[src/nvp_pkg.sv]
// package for the byte-wide nonvolatile data store controller
// assumes the cpu i/o port and the array sit on the same clock
`default_nettype none
package nvp_pkg;
    // i/o-space offsets of the controller registers
    localparam logic [5:0] NVP_OFS_GP0 = 6'h1e;
    localparam logic [5:0] NVP_OFS_CTRL = 6'h1f;
    localparam logic [5:0] NVP_OFS_DATA = 6'h20;
    localparam logic [5:0] NVP_OFS_ADDRL = 6'h21;
    localparam logic [5:0] NVP_OFS_ADDRH = 6'h22;
    localparam logic [5:0] NVP_OFS_STAT = 6'h23;
    localparam logic [5:0] NVP_OFS_GP1 = 6'h2a;
    localparam logic [5:0] NVP_OFS_GP2 = 6'h2b;
    // address windows
    localparam logic [5:0] NVP_BIT_LIMIT = 6'h1f;
    localparam logic [7:0] NVP_DSPACE_OFS = 8'h20;
    localparam logic [7:0] NVP_DSPACE_TOP = 8'h5f;
    // control register fields
    localparam int NVP_CR_RE = 0;
    localparam int NVP_CR_PE = 1;
    localparam int NVP_CR_MPE = 2;
    localparam int NVP_CR_RIE = 3;
    localparam int NVP_CR_PM_LO = 4;
    localparam int NVP_CR_PM_HI = 5;
    // status register fields
    localparam int NVP_ST_REFUSED = 0;
    // program modes
    localparam logic [1:0] NVP_PM_ATOMIC = 2'h0;
    localparam logic [1:0] NVP_PM_ERASE = 2'h1;
    localparam logic [1:0] NVP_PM_WRITE = 2'h2;
    localparam logic [1:0] NVP_PM_RSVD = 2'h3;
    // reset values
    localparam logic [7:0] NVP_RST_BYTE = 8'h00;
    localparam logic [8:0] NVP_RST_ADDR = 9'h000;
    // cycle counts on the cpu clock
    localparam logic [2:0] NVP_MPE_WINDOW = 3'h4;
    localparam logic [2:0] NVP_READ_HALT = 3'h4;
    localparam logic [2:0] NVP_PE_HALT = 3'h2;
    // program times in microseconds, counted in calibrated oscillator ticks
    localparam int NVP_ATOMIC_US = 3400;
    localparam int NVP_SPLIT_US = 1800;
    localparam int NVP_OSC_KHZ = 8000;
    localparam int NVP_ATOMIC_TICKS = NVP_ATOMIC_US * NVP_OSC_KHZ / 1000;
    localparam int NVP_SPLIT_TICKS = NVP_SPLIT_US * NVP_OSC_KHZ / 1000;

    typedef struct packed {
        logic wr;
        logic rd;
        logic bit_set;
        logic bit_clr;
        logic dspace;
        logic [2:0] bit_idx;
        logic [7:0] addr;
        logic [7:0] wdata;
    } nvp_io_req_t;

    typedef struct packed {
        logic erase;
        logic write;
        logic [8:0] addr;
        logic [7:0] data;
    } nvp_arr_cmd_t;

    typedef enum logic [1:0] {
        NVP_IDLE,
        NVP_ERASE,
        NVP_WRITE
    } nvp_state_t;

    typedef struct packed {
        nvp_state_t st;
        logic atomic;
        logic pe;
        logic [1:0] mode;
        logic rie;
        logic [2:0] mpe_cnt;
        logic [2:0] halt_cnt;
        logic refused;
        logic [8:0] addr;
        logic [7:0] data;
        logic [7:0] gp0;
        logic [7:0] gp1;
        logic [7:0] gp2;
        logic [7:0] rdata;
        nvp_arr_cmd_t arr;
    } nvp_regs_t;
endpackage
`default_nettype wire

[src/nvp_otimer.sv]
// program-time counter stepped by the calibrated oscillator tick
// assumes i_tick is a one-cycle enable from the oscillator divider
`default_nettype none
module nvp_otimer import nvp_pkg::*; (
    // clock and reset
    input wire logic i_clk,
    input wire logic i_nrst,
    // oscillator enable
    input wire logic i_tick,
    // control
    input wire logic i_start,
    input wire logic [15:0] i_len,
    // status
    output logic o_busy,
    output logic o_done
);
    typedef struct packed {
        logic run;
        logic done;
        logic [15:0] cnt;
    } nvp_tmr_t;

    nvp_tmr_t r_ff;
    nvp_tmr_t nxt_r;

    always_comb begin
        nxt_r = r_ff;
        nxt_r.done = 1'b0;
        if (i_start) begin
            nxt_r.run = 1'b1;
            nxt_r.cnt = i_len;
        end else if (r_ff.run && i_tick) begin
            // cpu clock plays no part in the length, only oscillator ticks
            nxt_r.cnt = r_ff.cnt - 16'h0001;
            if (r_ff.cnt <= 16'h0001) begin
                nxt_r.run = 1'b0;
                nxt_r.done = 1'b1;
            end
        end
    end

    always_ff @(posedge i_clk or negedge i_nrst) begin
        if (!i_nrst) begin
            r_ff <= '0;
        end else begin
            r_ff <= nxt_r;
        end
    end

    assign o_busy = r_ff.run;
    assign o_done = r_ff.done;
endmodule
`default_nettype wire

[src/nvp_ctrl.sv]
// cpu-side controller for byte erase, write and read of the data store
// assumes a single-cycle i/o port, a combinational array read and an
// oscillator tick enable; i_sys_rst is the system reset, i_nrst power-on
//
// Summary of operation
// - mode 00: enable pair starts atomic erase-write
// - program enable held through erase and write
// - busy refuses reads and further program requests
// - mode 01: enable pair starts erase only
// - erase-only keeps program enable until done
// - mode 10: enable pair starts write only
// - program time counted on calibrated oscillator
// - system reset lets running program finish
// - read enable loads addressed byte into data
// - writing one clears flag, zero keeps
// - bit set/clear touches only named bit
// - i/o address plus 0x20 in data space
// - nine-bit address, high register holds bit 8
// - three general-purpose bytes, only the low one bit-accessible
// - master enable self-clears after four cycles
// - mode locked while busy, reset to 00
// - atomic 3.4 ms, split 1.8 ms, 11 reserved
// - read halts cpu four, program two cycles
`default_nettype none
module nvp_ctrl import nvp_pkg::*; #(
    parameter logic [15:0] ATOMIC_TICKS = 16'(NVP_ATOMIC_TICKS),
    parameter logic [15:0] SPLIT_TICKS = 16'(NVP_SPLIT_TICKS)
) (
    // clock and resets
    input wire logic i_clk,
    input wire logic i_nrst,
    input wire logic i_sys_rst,
    // calibrated oscillator enable
    input wire logic i_osc_tick,
    // cpu i/o port
    input wire nvp_io_req_t i_req,
    output logic [7:0] o_rdata,
    output logic o_cpu_halt,
    // array side
    output nvp_arr_cmd_t o_arr,
    input wire logic [7:0] i_arr_rdata,
    // status
    output logic o_nv_ready
);
    nvp_regs_t r_ff;
    nvp_regs_t nxt_r;
    logic tmr_start;
    logic [15:0] tmr_len;
    logic tmr_done;
    logic [7:0] io_addr;
    logic in_range;
    logic bit_op;
    logic [7:0] wm;
    logic [7:0] wv;
    logic pe_req;
    logic re_req;
    logic accept;

    function automatic logic [7:0] merge(input logic [7:0] old, input logic [7:0] val,
                                         input logic [7:0] mask);
        merge = (old & ~mask) | (val & mask);
    endfunction

    function automatic logic hit(input logic [5:0] ofs, input logic [7:0] a,
                                 input logic ok, input logic [7:0] mask);
        hit = ok && (a[5:0] == ofs) && (mask != 8'h00);
    endfunction

    function automatic logic [7:0] ctrl_view(input nvp_regs_t s);
        ctrl_view = {2'b00, s.mode, s.rie, (s.mpe_cnt != 3'h0), s.pe, 1'b0};
    endfunction

    nvp_otimer u_tmr (
        .i_clk(i_clk),
        .i_nrst(i_nrst),
        .i_tick(i_osc_tick),
        .i_start(tmr_start),
        .i_len(tmr_len),
        .o_busy(),
        .o_done(tmr_done)
    );

    always_comb begin
        nxt_r = r_ff;
        tmr_start = 1'b0;
        tmr_len = 16'h0000;
        nxt_r.arr.erase = 1'b0;
        nxt_r.arr.write = 1'b0;

        // data-space view sits 0x20 above the i/o view
        if (i_req.dspace) begin
            io_addr = i_req.addr - NVP_DSPACE_OFS;
            in_range = (i_req.addr >= NVP_DSPACE_OFS) && (i_req.addr <= NVP_DSPACE_TOP);
        end else begin
            io_addr = i_req.addr;
            in_range = (i_req.addr[7:6] == 2'b00);
        end
        bit_op = (i_req.bit_set || i_req.bit_clr) && in_range
                 && (io_addr[5:0] <= NVP_BIT_LIMIT);

        // single-bit ops carry a one-hot mask so neighbours stay untouched
        if (i_req.wr) begin
            wm = 8'hff;
            wv = i_req.wdata;
        end else if (bit_op) begin
            wm = 8'h01 << i_req.bit_idx;
            wv = i_req.bit_set ? 8'hff : 8'h00;
        end else begin
            wm = 8'h00;
            wv = 8'h00;
        end

        // master enable window
        if (r_ff.mpe_cnt != 3'h0) begin
            nxt_r.mpe_cnt = r_ff.mpe_cnt - 3'h1;
        end
        if (r_ff.halt_cnt != 3'h0) begin
            nxt_r.halt_cnt = r_ff.halt_cnt - 3'h1;
        end

        pe_req = hit(NVP_OFS_CTRL, io_addr, in_range, wm)
                 && wm[NVP_CR_PE] && wv[NVP_CR_PE];
        re_req = hit(NVP_OFS_CTRL, io_addr, in_range, wm)
                 && wm[NVP_CR_RE] && wv[NVP_CR_RE];
        accept = pe_req && (r_ff.mpe_cnt != 3'h0) && !r_ff.pe
                 && (r_ff.mode != NVP_PM_RSVD);

        if (hit(NVP_OFS_CTRL, io_addr, in_range, wm)) begin
            nxt_r.rie = merge({7'h00, r_ff.rie}, {7'h00, wv[NVP_CR_RIE]},
                              {7'h00, wm[NVP_CR_RIE]}) != 8'h00;
            if (!r_ff.pe) begin
                nxt_r.mode = merge({6'h00, r_ff.mode}, {6'h00, wv[NVP_CR_PM_HI:NVP_CR_PM_LO]},
                                   {6'h00, wm[NVP_CR_PM_HI:NVP_CR_PM_LO]}) != 8'h00
                             ? wv[NVP_CR_PM_HI:NVP_CR_PM_LO] & wm[NVP_CR_PM_HI:NVP_CR_PM_LO]
                               | r_ff.mode & ~wm[NVP_CR_PM_HI:NVP_CR_PM_LO]
                             : 2'b00;
            end
            if (wm[NVP_CR_MPE] && wv[NVP_CR_MPE]) begin
                nxt_r.mpe_cnt = NVP_MPE_WINDOW;
            end
        end

        // refused flag: write one clears; refusals further down still set it, so set wins
        if (hit(NVP_OFS_STAT, io_addr, in_range, wm) && wm[NVP_ST_REFUSED]
            && wv[NVP_ST_REFUSED]) begin
            nxt_r.refused = 1'b0;
        end

        // address and data are frozen while an operation runs
        if (hit(NVP_OFS_ADDRL, io_addr, in_range, wm) || hit(NVP_OFS_ADDRH, io_addr, in_range, wm)
            || hit(NVP_OFS_DATA, io_addr, in_range, wm)) begin
            if (r_ff.pe) begin
                nxt_r.refused = 1'b1;
            end else if (hit(NVP_OFS_ADDRL, io_addr, in_range, wm)) begin
                nxt_r.addr[7:0] = merge(r_ff.addr[7:0], wv, wm);
            end else if (hit(NVP_OFS_ADDRH, io_addr, in_range, wm)) begin
                nxt_r.addr[8] = (merge({7'h00, r_ff.addr[8]}, wv, wm) & 8'h01) != 8'h00;
            end else begin
                nxt_r.data = merge(r_ff.data, wv, wm);
            end
        end
        if (hit(NVP_OFS_GP0, io_addr, in_range, wm)) begin
            nxt_r.gp0 = merge(r_ff.gp0, wv, wm);
        end
        if (hit(NVP_OFS_GP1, io_addr, in_range, wm)) begin
            nxt_r.gp1 = merge(r_ff.gp1, wv, wm);
        end
        if (hit(NVP_OFS_GP2, io_addr, in_range, wm)) begin
            nxt_r.gp2 = merge(r_ff.gp2, wv, wm);
        end

        // read strobe: array answers in the same cycle
        if (re_req) begin
            if (r_ff.pe) begin
                nxt_r.refused = 1'b1;
            end else begin
                nxt_r.data = i_arr_rdata;
                nxt_r.halt_cnt = NVP_READ_HALT;
            end
        end
        if (pe_req && r_ff.pe) begin
            nxt_r.refused = 1'b1;
        end

        // program sequencer
        case (r_ff.st)
            NVP_IDLE: begin
                if (accept) begin
                    nxt_r.pe = 1'b1;
                    nxt_r.halt_cnt = NVP_PE_HALT;
                    nxt_r.arr.addr = r_ff.addr;
                    nxt_r.arr.data = r_ff.data;
                    tmr_start = 1'b1;
                    nxt_r.atomic = (r_ff.mode == NVP_PM_ATOMIC);
                    if (r_ff.mode == NVP_PM_WRITE) begin
                        nxt_r.arr.write = 1'b1;
                        tmr_len = SPLIT_TICKS;
                        nxt_r.st = NVP_WRITE;
                    end else begin
                        nxt_r.arr.erase = 1'b1;
                        // atomic total split evenly over erase and write
                        tmr_len = (r_ff.mode == NVP_PM_ATOMIC) ? (ATOMIC_TICKS >> 1)
                                                                 : SPLIT_TICKS;
                        nxt_r.st = NVP_ERASE;
                    end
                end
            end
            NVP_ERASE: begin
                if (tmr_done) begin
                    if (r_ff.atomic) begin
                        nxt_r.arr.write = 1'b1;
                        tmr_start = 1'b1;
                        tmr_len = ATOMIC_TICKS - (ATOMIC_TICKS >> 1);
                        nxt_r.st = NVP_WRITE;
                    end else begin
                        nxt_r.pe = 1'b0;
                        nxt_r.st = NVP_IDLE;
                    end
                end
            end
            NVP_WRITE: begin
                if (tmr_done) begin
                    nxt_r.pe = 1'b0;
                    nxt_r.atomic = 1'b0;
                    nxt_r.st = NVP_IDLE;
                end
            end
            default: begin
                nxt_r.st = NVP_IDLE;
                nxt_r.pe = 1'b0;
            end
        endcase

        // registered read data; reserved bits read zero
        if (i_req.rd && in_range) begin
            case (io_addr[5:0])
                NVP_OFS_CTRL: nxt_r.rdata = ctrl_view(r_ff);
                NVP_OFS_DATA: nxt_r.rdata = r_ff.data;
                NVP_OFS_ADDRL: nxt_r.rdata = r_ff.addr[7:0];
                NVP_OFS_ADDRH: nxt_r.rdata = {7'h00, r_ff.addr[8]};
                NVP_OFS_STAT: nxt_r.rdata = {7'h00, r_ff.refused};
                NVP_OFS_GP0: nxt_r.rdata = r_ff.gp0;
                NVP_OFS_GP1: nxt_r.rdata = r_ff.gp1;
                NVP_OFS_GP2: nxt_r.rdata = r_ff.gp2;
                default: nxt_r.rdata = NVP_RST_BYTE;
            endcase
        end else if (i_req.rd) begin
            nxt_r.rdata = NVP_RST_BYTE;
        end

        // system reset spares a running operation and its operands
        if (i_sys_rst) begin
            nxt_r.rie = 1'b0;
            nxt_r.mpe_cnt = 3'h0;
            nxt_r.halt_cnt = 3'h0;
            nxt_r.refused = 1'b0;
            nxt_r.gp0 = NVP_RST_BYTE;
            nxt_r.gp1 = NVP_RST_BYTE;
            nxt_r.gp2 = NVP_RST_BYTE;
            nxt_r.rdata = NVP_RST_BYTE;
            if (!r_ff.pe && !nxt_r.pe) begin
                nxt_r.mode = NVP_PM_ATOMIC;
                nxt_r.data = NVP_RST_BYTE;
                nxt_r.st = NVP_IDLE;
                nxt_r.arr.erase = 1'b0;
                nxt_r.arr.write = 1'b0;
                tmr_start = 1'b0;
            end
        end
    end

    always_ff @(posedge i_clk or negedge i_nrst) begin
        if (!i_nrst) begin
            r_ff <= '0;
            r_ff.st <= NVP_IDLE;
            r_ff.addr <= NVP_RST_ADDR;
        end else begin
            r_ff <= nxt_r;
        end
    end

    assign o_rdata = r_ff.rdata;
    assign o_cpu_halt = (r_ff.halt_cnt != 3'h0);
    assign o_arr = r_ff.arr;
    assign o_nv_ready = r_ff.rie && !r_ff.pe;
endmodule
`default_nettype wire

[config.mk]
export PLATFORM = sky130hd
export DESIGN_NAME = nvp_ctrl
export DESIGN_NICKNAME = d
export VERILOG_FILES = /design/src/nvp_pkg.sv /design/src/nvp_otimer.sv /design/src/nvp_ctrl.sv
export SDC_FILE = /design/constraint.sdc
export NUM_CORES = 1
export LEC_CHECK = 0
export ABC_AREA = 0
export BUFFER_PORTS_ARGS = -buffer_cell sky130_fd_sc_hd__buf_2
export CAP_MARGIN = 20
export CORE_AREA = 5 5 127 129
export CTS_CLUSTER_DIAMETER = 50
export DETAILED_ROUTE_END_ITERATION = 10
export DIE_AREA = 0 0 132 134
export GPL_TIMING_DRIVEN = 0
export PLACE_DENSITY_LB_ADDON = 0.25
export SLEW_MARGIN = 10
export SYNTH_ARGS = -nofsm -noshare
export SYNTH_HDL_FRONTEND = slang
export SYNTH_SLANG_ARGS = --single-unit
[constraint.sdc]
create_clock -name i_clk -period 3.7 [get_ports i_clk]
set_input_delay 0 -clock i_clk [delete_from_list [all_inputs] [get_ports i_clk]]
set_output_delay 0 -clock i_clk [all_outputs]
set_load 0.01 [all_outputs]
==> results of run 1 <==
metal layers:
| layer | GRT usage, % | wire length [um] |
|---|---|---|
| met5 | 0 | 0 |
| met4 | 7.771 | 450 |
| met3 | 3.413 | 914 |
| met2 | 31.47 | 8180 |
| met1 | 24.94 | 7323 |
metrics by stage:
step           hold WS [ns]  std cells
2_1_floorplan       -0.2956        572
3_3_place_gp         0.3445        822
3_5_place_dp       0.009616        823
4_1_cts             0.01508        841
5_1_grt             0.03832        841
6_report            0.02339        841
registers in the layout, indices dropped and copies added (netlist names), named ones only:
| name | cells |
|---|---|
| u_tmr.o_busy | 1 |
| o_arr | 19 |
| u_tmr.r_ff | 16 |
| o_rdata | 8 |
| r_ff | 46 |
| u_tmr.o_done | 1 |
cells in the mapped netlist, types with 8 or more instances:
| cell type | count |
|---|---|
| sky130_fd_sc_hd__dfrtp_1 | 100 |
| sky130_fd_sc_hd__nand3_1 | 9 |
| sky130_fd_sc_hd__xnor2_1 | 14 |
| sky130_fd_sc_hd__a21oi_1 | 18 |
| sky130_fd_sc_hd__buf_2 | 11 |
| sky130_fd_sc_hd__clkbuf_1 | 13 |
| sky130_fd_sc_hd__a211oi_1 | 14 |
| sky130_fd_sc_hd__inv_1 | 16 |
| sky130_fd_sc_hd__nor2b_1 | 19 |
| sky130_fd_sc_hd__nor2_1 | 54 |
| sky130_fd_sc_hd__nor3_1 | 21 |
| sky130_fd_sc_hd__nor4_1 | 11 |
| sky130_fd_sc_hd__o21ai_0 | 21 |
| sky130_fd_sc_hd__a221oi_1 | 8 |
| sky130_fd_sc_hd__nand2_1 | 24 |
| sky130_fd_sc_hd__mux2i_1 | 40 |
| sky130_fd_sc_hd__buf_4 | 31 |
| sky130_fd_sc_hd__a2111oi_0 | 9 |
| sky130_fd_sc_hd__mux2_2 | 21 |
kinds of logic (layout without fill, tap and decap cells):
kind of cell	count (synthesis)	in the layout
XOR/XNOR	18	18
buffers and inverters	75	156
AO/OA/AOI/OAI	107	107
AND/OR/NAND/NOR	198	198
flip-flops	100	100
adder cells (fa/ha/maj)	6	6
multiplexers	68	68
final cells by class:
class | instances | area share [%]
Tap cell | 188 | 3.515
Timing Repair Buffer | 66 | 5.590
Clock buffer | 12 | 3.832
Sequential cell | 100 | 37.39
Inverter | 16 | 0.8974
Multi-Input combinational cell | 397 | 42.70
Buffer | 59 | 5.384
Clock inverter | 3 | 0.6917
what timing repair did:
item,CTS,global route
endpoints found under the hold margin,54,0
gates resized for setup,0,0
setup endpoints to repair,0,0
hold buffers,3,0
how the worst min path moves through the flow:
stage	to	slack, ns
after detailed placement	r_ff[42]	0.01
after floorplan	asynchronous set/reset pin	-0.30
after global placement	flip-flop	0.34
after CTS	flip-flop	0.02
final	flip-flop	0.02
after global routing	flip-flop	0.04
report_power, final:
group          switching (uW)  total [uW]  internal (uW)
clock                     418         977            559
combinational             348         576            228
sequential               84.7        1270           1180
total                     850        2820           1970
tightest hold or removal path: stages:
cell                      delay [ns]
sky130_fd_sc_hd__buf_2          0.10
sky130_fd_sc_hd__nand2_1        0.05
sky130_fd_sc_hd__nand2_1        0.07
sky130_fd_sc_hd__mux2_1         0.13
==> impl.org, run 1 <==
** Run status
- Outcome :: finished clean

** Worst setup path
- Flop2flop setup slack :: 1.31 ns
- The worst setup path is launched from a flip-flop.
- STA classifies the critical path endpoint as a flip-flop.
- Sequence of cells on the critical path :: inv_1, ha_1, nand2b_1, nand3_1, nor3_4, buf_2, mux2_2
- The number of buffers and inverters on the critical path is 2.
- Worst flop-to-flop path startpoint :: r_ff[72]
- In this run the worst path has a maximum fanout of 10.
- Slowest stage delay, CP :: 0.48 ns
- The most critical setup path has its startpoint at r_ff[72].
- Cell family with the largest share of critical-path delay :: simple AND/OR/NAND/NOR gates
- The critical path is of the flip-flop to flip-flop type.
- CP arrival :: 2.63 ns
- The most critical setup path has its endpoint at o_arr[8].
- The largest individual stage delay along the critical path comes from the cell sky130_fd_sc_hd__nor3_4.
- Measured in cells, the most critical reg-to-reg path has a length of 7.
- At the worst endpoint, the required time is 3.94 ns.
- The critical path crosses 7 cells after its start point.
- End of the worst register-to-register path :: o_arr[8]

** Synthesis
- Number of distinct library cell variants in the gate-level netlist after synthesis :: 63
- Cell area after synthesis :: 0.005781 sq mm
- Yosys mapped a number of flops with a built-in enable equal to 0.
- Summing the areas of all and, or, nand and nor instances in the mapped netlist gives 19.81% of the synthesized area.
- Mapped Nets :: 614
- Measured against the total synthesized area, the mux share comes to 12.38%.
- Top flip-flop cell by instance count after synthesis :: sky130_fd_sc_hd__dfrtp_1
- For this run, the number of Yosys warnings is 0.
- Each instance of the synthesized netlist takes up on average 10.11 sq um.
- Gate count after technology mapping :: 572
- FFs w/ async S/R, synth :: 100.0%
- The biggest area contributor in the post-synthesis netlist is sky130_fd_sc_hd__dfrtp_1.
- Adder and majority cell fraction of the synthesized area :: 1.299%
- Flip-flop and latch count after synthesis :: 100
- Combinational family with the most area after synthesis :: simple AND/OR/NAND/NOR gates
- After synthesis, flip-flops and latches occupy 43.29% of the total area.
- After Yosys synthesis, XOR and XNOR cells account for 2.857% of the synthesized area.
- Area share of the leading cell type in the synthesized netlist :: 43.29%
- Ranked by total cell area, the synthesized netlist is headed by sky130_fd_sc_hd__dfrtp_1 43%, sky130_fd_sc_hd__mux2i_1 6.9%, sky130_fd_sc_hd__mux2_2 4.1%.
- Post-synthesis compound-gate area fraction :: 13.10%

** Final layout
- Flip-flop and latch area :: 0.002502 sq mm
- The library cell used most frequently in the layout, excluding fill and tap cells, is sky130_fd_sc_hd__dfrtp_1.
- Final core area utilization :: 44.86%
- The repair_antennas step left the layout with diodes totalling 0.
- Net count of the finished layout :: 691
- Ratio of cells with drive above 1 in the final layout :: 25.57%
- The layout has 1432 filler cells.
- From synthesis to final layout, the design area changed by 15.78%.
- Summing all multi-input logic gate instances after layout gives 0.002858 sq mm.
- Final instance area :: 0.006693 sq mm
- Most frequent cells in the layout :: 100 x sky130_fd_sc_hd__dfrtp_1, 72 x sky130_fd_sc_hd__buf_2, 54 x sky130_fd_sc_hd__nor2_1

** Timing
- Setup violations remaining at the end of the flow were counted as 0.
- The worst path in the final design needs a cycle of 2.387 ns, including I/O delays and setup.
- Unrepaired setup endpoints after global routing :: false
- The count of final max-slew check failures is 0.
- The count of endpoints failing hold in the final timing report is 0.
- Sum of negative setup slack :: 0 ns
- Period utilisation layout :: 64.52%
- For this run, the top clock speed supported by timing is 418.9 MHz.
- Setup clock skew after layout :: 0.008008 ns
- In the post-route analysis, the smallest setup slack over all paths is 1.313 ns.
- Relative slew margins :: 36.22%
- For the pin with the worst max-slew slack, the measured transition is 0.9567 ns.

** Floorplan
- In this run the count of I/O pins placed on the die edge is 65.
- Area of the core :: 0.01492 sq mm
- The die is 134 um tall.
- The initial utilization of the core area, before any placement, comes to 38.74%.
- From left edge to right edge, the die measures 132 um.
- After floorplanning, the core was divided into 45 placement rows.
- Die area :: 0.01769 sq mm

** GRT
- The first global-routing pass estimated 26.57 mm of wire.
- Combined global-route utilization of all metal layers :: 19.11%
- Summed over all layers, the global routing overflow is 0.
- The via count of the first global-routing pass was 4790.
- Antenna violations before repair :: 0
- Largest net degree at the start of global routing :: 54

** Routing
- Final routed wire length divided by cell count :: 20.06 um
- Routed vias/inst :: 5.634
- The routed design has 16.87 mm of wire.
- Once detail routing completed, the nets flagged for antenna violations numbered 0.
- The pre-antenna-repair detailed-routing pass consisted of 5 iterations.
- The routed layout has 4738 vias.
- Violation count after the first detailed-route iteration :: 423
- # DRC :: 0

** Place
- After detailed placement, the total cell area comes to 0.006360 sq mm.
- Input/output buffers :: 62
- Routability-driven placement finished with a final weighted congestion of 0.9459.
- Post-Place Worst Slack :: 1.256 ns
- The HPWL after detailed placement is 12.39 mm.

** Pwr
- Reported leakage power :: 0.002936 uW
- Pwr/cell area :: 421.5 mW/mm^2
- Worst voltage drop across the vdd grid :: 0.0001767 V
- The design draws 2821 uW.

** Clocking
- Master cell of the clock root buffer :: sky130_fd_sc_hd__clkbuf_16
- The number of clock buffers added by TritonCTS is 9.
- In this run the number of H-tree levels came out at 3.
- Number of buffers inserted by post-CTS setup repair :: 0
- The clock passes through at most 2 buffers.
- Clock sink count :: 100
- After clock tree synthesis, the clock-pin slew on the worst setup and hold paths is 0.07 ns.
- TritonCTS built the clock tree.
- The clock reaches the later pin of the worst-skew pair after 0.36 ns.

** Worst hold path
- Hold Crit Start :: i_req[3]
- The worst hold path belongs to the class input port to flip-flop.
- Number of stages on the worst hold path :: 4

** Run
- Across the run, the number of max-cap violations was 0.
Power figures use the tool's default switching activity.
==> inputs of run 2 (changes only) <==
clock period = 2.3 ns   (was 3.7 ns; I/O delays follow)
==> run 2 against run 1 <==
Net effect:
- core utilization is 0.23 points higher
- register-to-register slack lost 1.2 ns
- wire length is essentially flat
- largest cell class unchanged
- critical path type unchanged
- first-iteration DRC count fell by 2.1%
- critical endpoint is now u_tmr.r_ff[11]
- sequential share of layout area down 0.19 points
- worst setup slack got worse by 1.2 ns
==> impl.org, run 2 (synthesis results as in run 1) <==
** Place
- The number of input and output port buffers inserted was 62 (unchanged).
- The area of placed instances is 0.006360 sq mm (unchanged).
- Post-Place Worst Slack :: -0.1445 ns (was 1.256 ns)
- Global placement routability congestion :: 0.9459 (unchanged)
- The final HPWL from detailed placement is 12.39 mm (unchanged).

** Clocking
- Clock sink count :: 100 (unchanged)
- The TritonCTS clock tree was yes (unchanged).
- The deepest clock path buffer count was 2 (unchanged).
- The maximum level of the CTS H-tree came to 3 (unchanged).
- The number of buffers created by CTS was 9 (unchanged).
- The clock slew at the register clock pins of the worst setup and hold paths came to 0.07 ns (about the same).
- The source-to-sink clock delay at the later pin of the worst-skew pair was 0.35 ns (was 0.36 ns).
- The buffer cell driving the clock tree root is sky130_fd_sc_hd__clkbuf_16 (unchanged).

** Final layout
- The post-layout utilization of the core was 45.09% (was 44.86%).
- Final instance area :: 0.006728 sq mm (was 0.006693 sq mm)
- The leading cell type in the layout, fill and taps excluded is sky130_fd_sc_hd__dfrtp_1 (unchanged).
- Reg with most FFs :: r_ff (unchanged)
- The net count of the finished layout is 694 (was 691).
- The number of flip-flops in the largest register was 46 (unchanged).
- Most frequent cells in the layout :: 100 x sky130_fd_sc_hd__dfrtp_1, 71 x sky130_fd_sc_hd__buf_2, 53 x sky130_fd_sc_hd__nor2_1 (was 100 x sky130_fd_sc_hd__dfrtp_1, 72 x sky130_fd_sc_hd__buf_2, 54 x sky130_fd_sc_hd__nor2_1)
- Area delta synth->final :: 16.39% (was 15.78%)
- Antenna diode instance count :: 0 (unchanged)
- Ratio of cells with drive above 1 in the final layout :: 26.52% (was 25.57%)

** Routing
- Vias after detailed routing :: 4734 (was 4738)
- The wire length reported by the detailed router is 16.86 mm (was 16.87 mm).
- The starting DRC count in detailed routing came to 414 (was 423).
- Final routed wire length divided by cell count :: 19.98 um (was 20.06 um)
- Number of nets with antenna violations after routing :: 0 (unchanged)
- The number of iterations in the first detailed-routing pass was 4 (was 5).
- The via-per-instance ratio came to 5.609 (was 5.634).
- The number of remaining DRC errors was 0 (unchanged).

** GRT
- Largest net degree at the start of global routing :: 54 (unchanged)
- The initial antenna violation count is 0 (unchanged).
- Combined global-route utilization of all metal layers :: 19.22% (was 19.11%)
- The global-route wire length before repair came to 26.69 mm (was 26.57 mm).
- The via count of the first global-routing pass was 4813 (was 4790).
- GRT Residual Overflow :: 0 (unchanged)

** Floorplan
- The vertical extent of the die is 134 um (unchanged).
- The total number of placement rows came to 45 (unchanged).
- The number of primary I/O pins came to 65 (unchanged).
- The horizontal extent of the die was 132 um (unchanged).
- The overall die area is 0.01769 sq mm (unchanged).
- Starting utilization of the core area :: 38.74% (unchanged)
- Area of the core :: 0.01492 sq mm (unchanged)

** Timing
- Period utilisation layout :: 93.37% (was 64.52%)
- Unrepaired setup endpoints after global routing :: false (unchanged)
- The measured slew at the worst slew-check pin was 0.9705 ns (was 0.9567 ns).
- The count of final max-slew check failures came to 0 (unchanged).
- Post-layout worst setup margin :: 0.1526 ns (was 1.313 ns)
- Minimum clock period after layout :: 2.147 ns (was 2.387 ns)
- Relative slew margins :: 35.30% (was 36.22%)
- The number of setup violations in the final report was 0 (unchanged).
- The setup clock skew after layout came to 0.009917 ns (was 0.008008 ns).
- Final hold violation count :: 0 (unchanged)
- The setup total negative slack is 0 ns (unchanged).
- Achievable Freq :: 465.7 MHz (was 418.9 MHz)

** Worst setup path
- End of the worst register-to-register path :: u_tmr.r_ff[11] (was o_arr[8])
- Worst EP required :: 2.55 ns (was 3.94 ns)
- The launch point of the worst reg-to-reg path was u_tmr.r_ff[5] (was r_ff[72]).
- The maximum fanout along the worst path came to 9 (was 10).
- The arrival time at the worst endpoint was 2.40 ns (was 2.63 ns).
- Crit Path Class :: flip-flop to flip-flop (unchanged)
- CP endpoint kind :: flip-flop (unchanged)
- The count of cells along the worst register-to-register path came to 6 (was 7).
- The kind of start point of the critical path is a flip-flop (unchanged).
- Flop2flop setup slack :: 0.15 ns (was 1.31 ns)

** Run status
- Outcome: finished clean (unchanged).

** Worst hold path
- Class of the tightest hold or removal check :: input port to flip-flop (unchanged)
- Number of stages on the worst hold path :: 4 (unchanged)
- The hold path startpoint was i_req[3] (unchanged).

** Run
- The count of maximum capacitance violations came to 0 (unchanged).

** Pwr
- The power density over the cells came to 675.5 mW/mm^2 (was 421.5 mW/mm^2).
- Worst voltage drop across the vdd grid :: 0.0002822 V (was 0.0001767 V)
- The standby leakage power was 0.002960 uW (was 0.002936 uW).
## run 2: cell count changes in the layout (fill, tap and decap cells not counted), sizes merged
cell,previous run,this run
buf,108,111
## run 2: what timing repair did
action | 4_1_cts | 5_1_grt
hold buffers | 3 | 0
hold endpoints to repair | 54 | 0
endpoints found under the setup margin | 25 | 41
resized for setup | 0 | 5
setup buffers | 4 | 0
pin swaps | 1 | 0
## run 2: cell type report
type | instances | area (sq um)
plain buffers | 58 | 360.3
clock buffers | 12 | 256.5
clock inverters | 3 | 46.29
fillers | 1431 | 8193
inverters | 16 | 60.06
multi-input cells | 397 | 2863
flip-flops and latches | 100 | 2502
well taps | 188 | 235.2
repair buffers | 70 | 404.1
## run 2: where the power goes
part | internal, uW | switching [uW] | total, uW
logic | 371 | 557 | 928
clock network | 900 | 672 | 1570
registers | 1900 | 141 | 2040
## run 2: how the worst max path moves through the flow
stage / startpoint / to / slack (ns)
CTS: r_ff[78] / r_ff[76] / 0.07
global placement: r_ff[72] / o_arr[8] / -0.07
global route: r_ff[72] / r_ff[51] / 0.02
floorplan: u_tmr.r_ff[5] / u_tmr.r_ff[11] / 0.24
detailed placement: r_ff[72] / o_arr[8] / -0.14
finish: u_tmr.r_ff[5] / u_tmr.r_ff[11] / 0.15
## run 2: critical path: stages (launching register included)
cell and delay [ns]:
sky130_fd_sc_hd__dfrtp_1 0.40, sky130_fd_sc_hd__or4_4 0.56, sky130_fd_sc_hd__or4_4 0.44, sky130_fd_sc_hd__buf_6 0.16
sky130_fd_sc_hd__nor4_4 0.21, sky130_fd_sc_hd__xor2_1 0.09, sky130_fd_sc_hd__a21o_1 0.18
## run 2: through the flow
step / instances / power (uW) / hold WS, ns
5_1_grt: 844 / 4786 / 0.03832
3_3_place_gp: 822 / 2941 / 0.3445
4_1_cts: 845 / 4581 / 0.01508
3_5_place_dp: 823 / 2997 / 0.009616
6_report: 844 / 4545 / 0.02354
2_1_floorplan: 572 / 2684 / -0.2956
## run 2: routing by layer
layer | share of wire (%) | track usage [%]
met3 | 5.0 | 3.413
met1 | 44 | 25.01
met5 | 0 | 0
met4 | 2.7 | 7.771
met2 | 49 | 31.75
